File: src/monitor_status_pkg.sv
// Package with register map, field layout and bus constants of the monitor status bank.
package monitor_status_pkg;

   // Bus and register widths.
   localparam int ADDR_W = 8;
   localparam int DATA_W = 32;
   localparam int REG_W  = 8;

   // Register indices as printed; the byte address is four times the index.
   localparam logic [ADDR_W-1:0] MON_STATUS_IDX  = 8'h03;
   localparam logic [ADDR_W-1:0] SI_VERSION_IDX  = 8'h05;
   localparam logic [ADDR_W-1:0] MON_CONTROL_IDX = 8'h06;

   // Byte addresses derived from the indices.
   localparam logic [ADDR_W-1:0] MON_STATUS_ADDR  = ADDR_W'(MON_STATUS_IDX * 4);
   localparam logic [ADDR_W-1:0] SI_VERSION_ADDR  = ADDR_W'(SI_VERSION_IDX * 4);
   localparam logic [ADDR_W-1:0] MON_CONTROL_ADDR = ADDR_W'(MON_CONTROL_IDX * 4);

   // Bit positions inside the monitor status register.
   localparam int RESERVED_BIT   = 7;
   localparam int AUX_REG_BIT    = 6;
   localparam int SECOND_CONV_BIT = 5;
   localparam int NET_SUPPLY_BIT = 4;
   localparam int FILT_SUPPLY_BIT = 3;
   localparam int OSC_RUN_BIT    = 2;
   localparam int THERM_WARN_BIT = 1;
   localparam int PRIOR_TSD_BIT  = 0;

   // Field layout of the silicon version register.
   localparam int REVISION_LSB = 5;
   localparam int REVISION_W   = 3;
   localparam int PART_ID_LSB  = 0;
   localparam int PART_ID_W    = 5;

   // Control register bit that clears the remembered shutdown flag.
   localparam int CLEAR_TSD_BIT = 0;

   // Reset values.
   localparam logic [REG_W-1:0] MON_STATUS_RESET = 8'h00;
   localparam logic [DATA_W-1:0] RDATA_RESET     = 32'h0000_0000;

   // Write strobe width.
   localparam int STRB_W = DATA_W / 8;

   // Response codes.
   localparam logic [1:0] RESP_OKAY   = 2'h0;
   localparam logic [1:0] RESP_SLVERR = 2'h2;

endpackage : monitor_status_pkg

File: src/monitor_status_regs.sv
// Read-only monitor status and silicon version registers behind an AXI4-Lite slave.
`timescale 1ns/1ps

// Function
// - Regulator bit high while above undervoltage.
// - Converter bit high while above undervoltage.
// - Network supply bit high while above undervoltage.
// - Filtered supply bit high while above undervoltage.
// - Oscillator bit high only while crystal runs.
// - Thermal warning bit follows warning condition.
// - Remember a previous thermal shutdown event.
// - Status bit seven reserved, reads zero.
// - Read-only identification register at index five.
// - Revision in top three, part code below.
// - Status register at index three, read-only.
// - Status bits ordered six to zero, reset zero.
module monitor_status_regs #(
   parameter logic [monitor_status_pkg::REVISION_W-1:0] REVISION_CODE = 3'h0,
   parameter logic [monitor_status_pkg::PART_ID_W-1:0]  PART_ID_CODE  = 5'h12  // Value is arbitrary.
) (
   input  wire logic                                  clk,
   input  wire logic                                  reset_n,
   // Monitor levels from the analog comparators, synchronous to clk.
   input  wire logic                                  aux_regulator_ok,
   input  wire logic                                  second_converter_ok,
   input  wire logic                                  network_supply_ok,
   input  wire logic                                  filtered_supply_ok,
   input  wire logic                                  oscillator_running,
   input  wire logic                                  thermal_warning,
   input  wire logic                                  thermal_shutdown_event,
   // AXI4-Lite write address channel.
   input  wire logic [monitor_status_pkg::ADDR_W-1:0] s_axi_awaddr,
   input  wire logic [2:0]                            s_axi_awprot,
   input  wire logic                                  s_axi_awvalid,
   output logic                                       s_axi_awready,
   // AXI4-Lite write data channel.
   input  wire logic [monitor_status_pkg::DATA_W-1:0] s_axi_wdata,
   input  wire logic [monitor_status_pkg::STRB_W-1:0] s_axi_wstrb,
   input  wire logic                                  s_axi_wvalid,
   output logic                                       s_axi_wready,
   // AXI4-Lite write response channel.
   output logic [1:0]                                 s_axi_bresp,
   output logic                                       s_axi_bvalid,
   input  wire logic                                  s_axi_bready,
   // AXI4-Lite read address channel.
   input  wire logic [monitor_status_pkg::ADDR_W-1:0] s_axi_araddr,
   input  wire logic [2:0]                            s_axi_arprot,
   input  wire logic                                  s_axi_arvalid,
   output logic                                       s_axi_arready,
   // AXI4-Lite read data channel.
   output logic [monitor_status_pkg::DATA_W-1:0]      s_axi_rdata,
   output logic [1:0]                                 s_axi_rresp,
   output logic                                       s_axi_rvalid,
   input  wire logic                                  s_axi_rready
);
   import monitor_status_pkg::*;

   // Overview of the bank.
   // The bank holds two registers that the host may only read: the monitor status word
   // and the silicon version word. A third address, the control word, has no storage of
   // its own; a write with bit zero set only clears the remembered shutdown flag.
   // Every monitor input is a level that the analog side keeps synchronous to clk, so the
   // status word is one flip-flop stage behind its inputs (bit zero two, through the shutdown flag) and needs no synchroniser.
   // The shutdown input may be a single-cycle pulse, so it is caught in a flag of its own
   // that stays set until software clears it; this is what lets a host learn of a
   // shutdown that ended before it could look.
   // The version word is fixed at build time through the two parameters. The revision
   // field has no defined reset value in silicon, so it is simply whatever the parameter
   // says; the part code is what host firmware reads to tell variants apart.
   // Bus accesses are single words. Register contents sit in the low byte and the upper
   // bits of every read word are zero. Addresses that decode to nothing answer with a
   // slave error, so a host that probes the wrong offset hears about it at once.

   // Reset synchroniser and its released copy.
   logic                rst_meta_q;
   logic                rst_n_q;

   // Status capture.
   logic [REG_W-1:0]    status_q;
   logic [REG_W-1:0]    status_d;
   logic                prior_tsd_q;
   logic                prior_tsd_d;

   // Write path state.
   logic                awready_q;
   logic                wready_q;
   logic                aw_held_q;
   logic                w_held_q;
   logic [ADDR_W-1:0]   waddr_q;
   logic [DATA_W-1:0]   wdata_q;
   logic [STRB_W-1:0]   wstrb_q;
   logic                bvalid_q;
   logic [1:0]          bresp_q;

   // Read path state.
   logic                arready_q;
   logic                rvalid_q;
   logic [DATA_W-1:0]   rdata_q;
   logic [1:0]          rresp_q;

   // Decode wires.
   wire                 aw_take;
   wire                 w_take;
   wire                 aw_have;
   wire                 w_have;
   wire                 write_fire;
   wire                 b_done;
   wire                 ar_take;
   wire                 r_done;
   wire [ADDR_W-1:0]    cur_waddr;
   wire [DATA_W-1:0]    cur_wdata;
   wire [STRB_W-1:0]    cur_wstrb;
   wire                 wr_hit_status;
   wire                 wr_hit_version;
   wire                 wr_hit_control;
   wire                 wr_mapped;
   wire                 clear_tsd;
   wire                 rd_hit_status;
   wire                 rd_hit_version;
   wire                 rd_hit_control;
   wire                 rd_mapped;
   wire [REG_W-1:0]     version_word;
   wire [DATA_W-1:0]    rd_word;

   // The asynchronous reset is asserted at once and released two edges later.
   always_ff @(posedge clk or negedge reset_n) begin
      if (!reset_n) begin
         rst_meta_q <= 1'b0;
         rst_n_q    <= 1'b0;
      end else begin
         rst_meta_q <= 1'b1;
         rst_n_q    <= rst_meta_q;
      end
   end

   // Handshake notes.
   // A channel moves one item at the edge where its valid and its ready are both high.
   // The write address and write data may come in either order or together; each is
   // parked in a holding register until the other arrives, and only then is the write
   // carried out and the response raised. While a response waits, both write readies stay
   // low so that a second write cannot overtake the first. The read side is simpler: one
   // address is taken, the answer follows one edge later, and the address ready returns
   // only once the answer has been taken. No channel ever waits on a ready before it
   // raises its own valid, which keeps the slave free of combinational loops.

   // Handshake events on each channel.
   assign aw_take = s_axi_awvalid & awready_q;
   assign w_take  = s_axi_wvalid & wready_q;
   assign aw_have = aw_held_q | aw_take;
   assign w_have  = w_held_q | w_take;
   assign write_fire = aw_have & w_have & ~bvalid_q;
   assign b_done  = bvalid_q & s_axi_bready;
   assign ar_take = s_axi_arvalid & arready_q;
   assign r_done  = rvalid_q & s_axi_rready;

   // A write completes with whichever of address and data arrives last.
   assign cur_waddr = aw_held_q ? waddr_q : s_axi_awaddr;
   assign cur_wdata = w_held_q ? wdata_q : s_axi_wdata;
   assign cur_wstrb = w_held_q ? wstrb_q : s_axi_wstrb;

   // Write decode notes.
   // A write to either read-only register completes with an okay response so that host
   // drivers which write back a whole image of the map do not see spurious errors, but
   // no flip-flop of either register has a write path, so nothing can change.
   // Only the low byte lane of the control word matters; a write with that strobe clear
   // is answered but has no effect. The decode uses the held copy of address and data
   // when one of them arrived earlier than the other.

   // Write decode; the two read-only registers accept a write but keep their contents.
   assign wr_hit_status  = (cur_waddr == MON_STATUS_ADDR);
   assign wr_hit_version = (cur_waddr == SI_VERSION_ADDR);
   assign wr_hit_control = (cur_waddr == MON_CONTROL_ADDR);
   assign wr_mapped = wr_hit_status | wr_hit_version | wr_hit_control;
   assign clear_tsd = write_fire & wr_hit_control & cur_wstrb[0] & cur_wdata[CLEAR_TSD_BIT];

   // The shutdown memory is set by the event and cleared by software; a set wins.
   assign prior_tsd_d = thermal_shutdown_event | (prior_tsd_q & ~clear_tsd);

   // Status word notes.
   // The order of the fields is fixed: regulator in bit six down to the remembered
   // shutdown in bit zero. The top bit is reserved and is tied low so that a host can
   // mask the word safely against future use. The flag bit reaches the word one stage
   // after the flag itself, so a shutdown pulse shows two edges after the event.
   // A clear and a new event in the same cycle leave the flag set, so an event that
   // lands during the clear write is never lost.

   // Status word in fixed order with the top bit held at zero.
   always_comb begin
      status_d                  = MON_STATUS_RESET;
      status_d[RESERVED_BIT]    = 1'b0;
      status_d[AUX_REG_BIT]     = aux_regulator_ok;
      status_d[SECOND_CONV_BIT] = second_converter_ok;
      status_d[NET_SUPPLY_BIT]  = network_supply_ok;
      status_d[FILT_SUPPLY_BIT] = filtered_supply_ok;
      status_d[OSC_RUN_BIT]     = oscillator_running;
      status_d[THERM_WARN_BIT]  = thermal_warning;
      status_d[PRIOR_TSD_BIT]   = prior_tsd_q;
   end

   // Status capture, cleared to zero by reset.
   always_ff @(posedge clk or negedge rst_n_q) begin
      if (!rst_n_q) begin
         status_q    <= MON_STATUS_RESET;
         prior_tsd_q <= 1'b0;
      end else begin
         status_q    <= status_d;
         prior_tsd_q <= prior_tsd_d;
      end
   end

   // Version word: revision above the part code, both fixed in silicon.
   assign version_word = {REVISION_CODE, PART_ID_CODE};

   // Read decode at the aligned word addresses.
   assign rd_hit_status  = (s_axi_araddr == MON_STATUS_ADDR);
   assign rd_hit_version = (s_axi_araddr == SI_VERSION_ADDR);
   assign rd_hit_control = (s_axi_araddr == MON_CONTROL_ADDR);
   assign rd_mapped = rd_hit_status | rd_hit_version | rd_hit_control;

   // Read data selection; narrow registers sit in the low bits.
   assign rd_word = rd_hit_status  ? {{(DATA_W-REG_W){1'b0}}, status_q} :
                    rd_hit_version ? {{(DATA_W-REG_W){1'b0}}, version_word} :
                    RDATA_RESET;

   // Write address capture.
   always_ff @(posedge clk or negedge rst_n_q) begin
      if (!rst_n_q) begin
         awready_q <= 1'b0;
         aw_held_q <= 1'b0;
         waddr_q   <= '0;
      end else begin
         if (aw_take) begin
            waddr_q <= s_axi_awaddr;
         end
         if (write_fire) begin
            aw_held_q <= 1'b0;
         end else if (aw_take) begin
            aw_held_q <= 1'b1;
         end
         if (aw_take | write_fire) begin
            awready_q <= 1'b0;
         end else if (~aw_held_q & ~bvalid_q) begin
            awready_q <= 1'b1;
         end
      end
   end

   // Write data capture.
   always_ff @(posedge clk or negedge rst_n_q) begin
      if (!rst_n_q) begin
         wready_q <= 1'b0;
         w_held_q <= 1'b0;
         wdata_q  <= '0;
         wstrb_q  <= '0;
      end else begin
         if (w_take) begin
            wdata_q <= s_axi_wdata;
            wstrb_q <= s_axi_wstrb;
         end
         if (write_fire) begin
            w_held_q <= 1'b0;
         end else if (w_take) begin
            w_held_q <= 1'b1;
         end
         if (w_take | write_fire) begin
            wready_q <= 1'b0;
         end else if (~w_held_q & ~bvalid_q) begin
            wready_q <= 1'b1;
         end
      end
   end

   // Write response notes.
   // The response is raised at the same edge as the later of the two handshakes and
   // stands, with its code, until the master takes it. The readies of the address and
   // data channels come back one edge after the response is taken, which bounds the
   // write rate at one word in three cycles; that is ample for status polling.

   // Write response; unmapped addresses answer with a slave error.
   always_ff @(posedge clk or negedge rst_n_q) begin
      if (!rst_n_q) begin
         bvalid_q <= 1'b0;
         bresp_q  <= RESP_OKAY;
      end else begin
         if (write_fire) begin
            bvalid_q <= 1'b1;
            bresp_q  <= wr_mapped ? RESP_OKAY : RESP_SLVERR;
         end else if (b_done) begin
            bvalid_q <= 1'b0;
         end
      end
   end

   // Read channel notes.
   // The read word is captured at the address handshake, so it is a snapshot of the
   // registered status at that edge; a monitor that changes while the answer waits for
   // the master does not disturb the data already on the bus. The address ready stays
   // low while an answer stands, which keeps at most one read under way, and comes back
   // at the edge where the answer is taken. Unmapped addresses, including misaligned
   // ones, return zero data with a slave error. The control word has no read path and
   // returns zero with an okay response.

   // Read channel: one read at a time, data one edge after the address.
   always_ff @(posedge clk or negedge rst_n_q) begin
      if (!rst_n_q) begin
         arready_q <= 1'b0;
         rvalid_q  <= 1'b0;
         rdata_q   <= RDATA_RESET;
         rresp_q   <= RESP_OKAY;
      end else begin
         if (ar_take) begin
            arready_q <= 1'b0;
            rvalid_q  <= 1'b1;
            rdata_q   <= rd_word;
            rresp_q   <= rd_mapped ? RESP_OKAY : RESP_SLVERR;
         end else if (r_done) begin
            rvalid_q  <= 1'b0;
            arready_q <= 1'b1;
         end else if (~rvalid_q) begin
            arready_q <= 1'b1;
         end
      end
   end

   // Output notes.
   // Every bus output is the plain output of a flip-flop, with no gate after it, so the
   // timing seen by the master is one clock-to-output delay and no glitch can reach the
   // interconnect. The protection inputs of both address channels are accepted but not
   // used, since the bank holds nothing that needs privileged or secure access.

   // Outputs straight from flip-flops.
   assign s_axi_awready = awready_q;
   assign s_axi_wready  = wready_q;
   assign s_axi_bvalid  = bvalid_q;
   assign s_axi_bresp   = bresp_q;
   assign s_axi_arready = arready_q;
   assign s_axi_rvalid  = rvalid_q;
   assign s_axi_rdata   = rdata_q;
   assign s_axi_rresp   = rresp_q;

endmodule : monitor_status_regs

File: config.mk
export PLATFORM = sky130hd
export DESIGN_NAME = monitor_status_regs
export DESIGN_NICKNAME = d
export VERILOG_FILES = /design/src/monitor_status_pkg.sv /design/src/monitor_status_regs.sv
export SDC_FILE = /design/constraint.sdc
export NUM_CORES = 1
export LEC_CHECK = 0
export BUFFER_PORTS_ARGS = -buffer_cell sky130_fd_sc_hd__buf_2
export CAP_MARGIN = 20
export CELL_PAD_IN_SITES_DETAIL_PLACEMENT = 1
export CELL_PAD_IN_SITES_GLOBAL_PLACEMENT = 1
export CORE_MARGIN = 2
export CORE_UTILIZATION = 32
export CTS_CLUSTER_DIAMETER = 150
export CTS_CLUSTER_SIZE = 10
export DETAILED_ROUTE_END_ITERATION = 8
export PLACE_DENSITY_LB_ADDON = 0.1
export SYNTH_ARGS = -nofsm -noshare
export SYNTH_HDL_FRONTEND = slang
export SYNTH_SLANG_ARGS = --single-unit
File: constraint.sdc
create_clock -name clk -period 2.7 [get_ports clk]
set_input_delay 0.27 -clock clk [delete_from_list [all_inputs] [get_ports clk]]
set_output_delay 0.27 -clock clk [all_outputs]
set_load 0.005 [all_outputs]
# Word-level counts from Yosys, hierarchy flattened
# Cells that the tools add are included.
dict set report word_totals {
  register_bits 63
  input_bits 72
  out_inout_bits 41
  word_cells 78
}
dict set report op_classes {
  n_eq_ne 7
  muxes 22
  n_bitwise 26
  n_reduce_logical 6
}
# op n
set ops {}
lappend ops {{$eq 8x5->1 const B} 4}
lappend ops {{$mux 1} 17}
lappend ops {{$eq 8x4->1 const B} 2}
lappend ops {{$and 1x1->1} 13}
lappend ops {{$reduce_bool 2->1} 6}
lappend ops {{$or 1x1->1} 9}
lappend ops {{$mux 8} 1}
lappend ops {{$mux 7} 1}
lappend ops {{$mux 5} 1}
lappend ops {{$mux 2} 2}
lappend ops {{$not 1->1} 4}
lappend ops {{$ne 3x1->1 const B} 1}

# Depth between registers and ports, before layout
dict set report depth {
  ltp_word 10
  ltp_mapped 4
}

# Least setup slack after synthesis
# No wires, ideal clock.
dict set report synth_path {
  path_type {input -> register}
  startpoint {input s_axi_araddr[6] (netlist name)}
  endpoint {register rresp_q[1] (netlist: s_axi_rresp[1])}
  t_arrival_ps 1401
  slack_ps 1169
  cell_stages 3
  path_buffers 0
  path_cell_list {or4_4 -> or2_0 -> o41a_1}
}
dict set report synth_between {
  elab_chain_len 4
}
# element line_no
set synth_lines {}
lappend synth_lines {{from (decl)} monitor_status_regs.sv:46} ;# input wire logic [monitor_status_pkg::ADDR_W-1:0] s_axi_araddr,
lappend synth_lines {{$eq 8x4->1 or $eq 8x5->1 (tied branches)} {monitor_status_regs.sv:215, monitor_status_regs.sv:216}}
lappend synth_lines {{$or 1x1->1} monitor_status_regs.sv:218} ;# assign rd_mapped = rd_hit_status | rd_hit_version | rd_hit_control;
lappend synth_lines {{$or 1x1->1 *} monitor_status_regs.sv:218}
lappend synth_lines {{$mux 2 *} monitor_status_regs.sv:315} ;# rresp_q <= rd_mapped ? RESP_OKAY : RESP_SLVERR;
lappend synth_lines {{to (signal assigned)} monitor_status_regs.sv:315}
lappend synth_lines {{to (decl)} monitor_status_regs.sv:99} ;# logic [1:0] rresp_q;
# Mark *: on every way between the ends. The rest lies on a longest branch, timed or not.
# A chain may end at the register's enable or synchronous reset.

# Worst setup path in the final report
dict set report layout_path {
  startpoint {register aw_held_q}
  endpoint {register bresp_q[1] (netlist: s_axi_bresp[1])}
}
dict set report layout_between {
  elab_chain_len 5
}
# element line_no
set layout_lines {}
lappend layout_lines {{from (decl)} monitor_status_regs.sv:87} ;# logic aw_held_q;
lappend layout_lines {{from (signal assigned)} monitor_status_regs.sv:229} ;# aw_held_q <= 1'b0;
lappend layout_lines {{from (signal assigned)} monitor_status_regs.sv:236} ;# aw_held_q <= 1'b0;
lappend layout_lines {{from (signal assigned)} monitor_status_regs.sv:238} ;# aw_held_q <= 1'b1;
lappend layout_lines {{$mux 8} monitor_status_regs.sv:157} ;# assign cur_waddr = aw_held_q ? waddr_q : s_axi_awaddr;
lappend layout_lines {{$eq 8x4->1 or $eq 8x5->1 (tied branches)} {monitor_status_regs.sv:170, monitor_status_regs.sv:171}}
lappend layout_lines {{$or 1x1->1 (2 in series)} monitor_status_regs.sv:173} ;# assign wr_mapped = wr_hit_status | wr_hit_version | wr_hit_control;
lappend layout_lines {{$mux 2} monitor_status_regs.sv:287} ;# bresp_q <= wr_mapped ? RESP_OKAY : RESP_SLVERR;
lappend layout_lines {{to (signal assigned)} monitor_status_regs.sv:287}
lappend layout_lines {{to (decl)} monitor_status_regs.sv:93} ;# logic [1:0] bresp_q;
# Several ways; a longest one is shown, not always the timed one.

==> results_dict.tcl <==
set metrics [dict create \
    status "completed" \
    netlist-cell-type-count 41 \
    yosys-top-cells-area "dfrtp_1 54%, buf_4 12%, mux2_2 6.7%" \
    drt-initial-drc-count 24 \
    postCtsSetupBuffers 0 \
    yosysMostFrequentCell "dfrtp_1" \
    final_nets 263 \
    critPathLaunchType "flop" \
    drive_gt1_share_pct 33.3 \
    ys_top_cells_by_count "36 x dfrtp_1, 27 x buf_4, 10 x mux2_2" \
    cts_htree_levels 2 \
    grt_overflow 0 \
    portBuffers 45 \
    fin_crit_ns 1.44 \
    placed_cells_incl_taps 253 \
    cts_tree "yes" \
    crit_type "flop to flop" \
    grt_max_degree 35 \
    cpPeakStageDelay_ns 0.52 \
    grt_pass1_wl_um 5750 \
    pre_cts_ws_ns 1.03 \
    die_w_um 76.4 \
    synth_top_area_share_pct 53.7 \
    cts_root_buf "clkbuf_8" \
    first_pass_iters 4 \
    fmax_ghz 0.695 \
    synth_area_leader_cell "dfrtp_1" \
    dp_hpwl_um 2620 \
    synth-seq-cells 36 \
    hold_viol 0 \
    crit_path_end_kind "flop" \
    track_usage_pct 12.4 \
    cts_buffers 5 \
    clk-insertion-delay-late_ns 0.28 \
    clockBufferDepth 2 \
    synth-edff-count 0 \
    ios 113 \
    cts_sinks 36 \
    peakVddDrop_v 0.000328 \
    rsz0062_at_grt "false" \
    yosysWarningCount 0 \
    instances_no_fill 262 \
    crit_path_cell_trace "a21oi_1 -> nor3_1 -> a41oi_1" \
    seq_area_frac_synth_pct 53.7 \
    drv_slew 0 \
    synth_ff_type "dfrtp_1" \
    clkTransAtPathRegs_ns 0.07 \
    initial_utilization_pct 33.1 \
    setup_tns_ns 0 \
    async_flop_share_pct 100 \
    die-area_mm2 0.00584 \
    wl_per_cell_um 13.0 \
    ant_nets 0 \
    cts_hold_buf 1 \
    drc 0 \
    cts_resized 0 \
    syn_avg_cell_area_um2 11.9 \
    rows 26 \
    crit_fanout 10 \
    worst_clock_skew_ns 0.00515 \
    antenna_found_initial 0 \
    min_period_over_period_pct 53.3 \
    fp.dieH_um 76.4 \
    netlist_area_mm2 0.00168 \
    viasPerCell 4.34 \
    hold_path_class "input pin to flop" \
    grt_pass1_vias 1187 \
    syn_inst 141 \
    leakage_nw 0.981 \
    setup-violations-final 0 \
    required_ns 2.83 \
    place_congestion 0.759 \
    fp.coreArea_mm2 0.00507 \
    finalWirelength_um 3400 \
    power_density_mw_per_mm2 778 \
    vias 1138 \
    critPathSlowestCell "dfrtp_1" \
    cap_violations 0 \
    antenna_cells 0 \
    area_delta_synth_final_pct 18.1 \
    fin_util_pct 39.1 \
    finalWorstSetupSlack_ns 1.26 \
    power_mw 1.54 \
    arrival_ns 1.57 \
]
==> critical path: cells and delay by family, from the launching register on <==
family / cells / cell delay [ns]
AOI/OAI and AO/OA: 2 / 0.35
DFF: 1 / 0.52
and+or+nand+nor: 1 / 0.41
==> layer usage <==
layer | wire (um) | share of wire [%] | vias to the layer above | track usage [%]
li1 | - | - | 544 | -
met1 | 1450 | 43 | 550 | 15.2
met2 | 1710 | 50 | 40 | 20.3
met3 | 203 | 6.0 | 4 | 3.67
met4 | 34 | 1.0 | 0 | 5.45
met5 | 0 | 0 | - | 0
==> state kept, by name (all words and copies together) (netlist names) <==
register	flops
s_axi_bresp	1
wstrb_q	1
w_held_q	1
s_axi_arready	1
aw_held_q	1
rst_n_q	1
waddr_q	8
s_axi_rdata	7
s_axi_wready	1
rst_meta_q	1
prior_tsd_q	1
wdata_q	1
s_axi_rvalid	1
s_axi_rresp	1
s_axi_bvalid	1
s_axi_awready	1
status_q	7
==> power by group <==
part | leakage [nW] | switching, mW | internal (mW)
Combinational | 0.507 | 0.172 | 0.201
Clock | 0.0455 | 0.175 | 0.208
Sequential | 0.428 | 0.120 | 0.666
==> area by class of cell <==
type,instances,area (um2)
fill,601,3090
sequential,36,901
multi-input combinational,96,642
timing repair buffer,47,243
clock buffer,8,90.1
tap,70,87.6
inverter,5,18.8
==> path summary, 6_finish.rpt <==
| check | end | start | depth (start not counted) | slack [ns] |
|---|---|---|---|---|
| setup / recovery | s_axi_bresp[1] | aw_held_q | 3 | 1.26 |
| hold / removal | status_q[4] | network_supply_ok | 1 | 0.09 |
| setup reg to reg | s_axi_bresp[1] | aw_held_q | 3 | 1.26 |
| hold reg to reg | status_q[6] | rst_n_q | 1 | 0.28 |
| max in group asynchronous | waddr_q[4] | rst_n_q | 1 | 2.11 |
| min in group asynchronous | status_q[6] | rst_n_q | 1 | 0.28 |
==> layout by cell type (no fill, tap or decap), drive strengths merged, types with 2 or more instances in the layout <==
cell and n:
buf 46, dfrtp 36, conb 28, mux2 10, clkbuf 8, a22o 7
inv 5, nor2 4, nand2 4, a21oi 3, nor3 3, a21o 3
nand2b 3, nor3b 2, nand3 2, a31oi 2, nor2b 2, nor4 2
==> through the flow <==
stage	area [um2]	hold WS, ns
floorplan	1780	-0.0256
global placement	1880	0.0554
detailed placement	1880	0.0571
CTS	1980	0.0825
global route	1980	0.0840
finish	1980	0.0926
==> cells by family (layout without fill, tap and decap cells) <==
kind of cell           count (synthesis)  count (layout)  synth area share [%]
flip-flops                            36              36                  53.7
buffers and inverters                 35              60                  13.9
AND/OR/NAND/NOR                       29              29                  11.4
AO/OA/AOI/OAI                         27              27                  12.8
multiplexers                          10              10                  6.71
other                                  2              28                 0.448
XOR/XNOR                               2               2                  1.04
No activity file was read; power rests on OpenSTA's default activity.
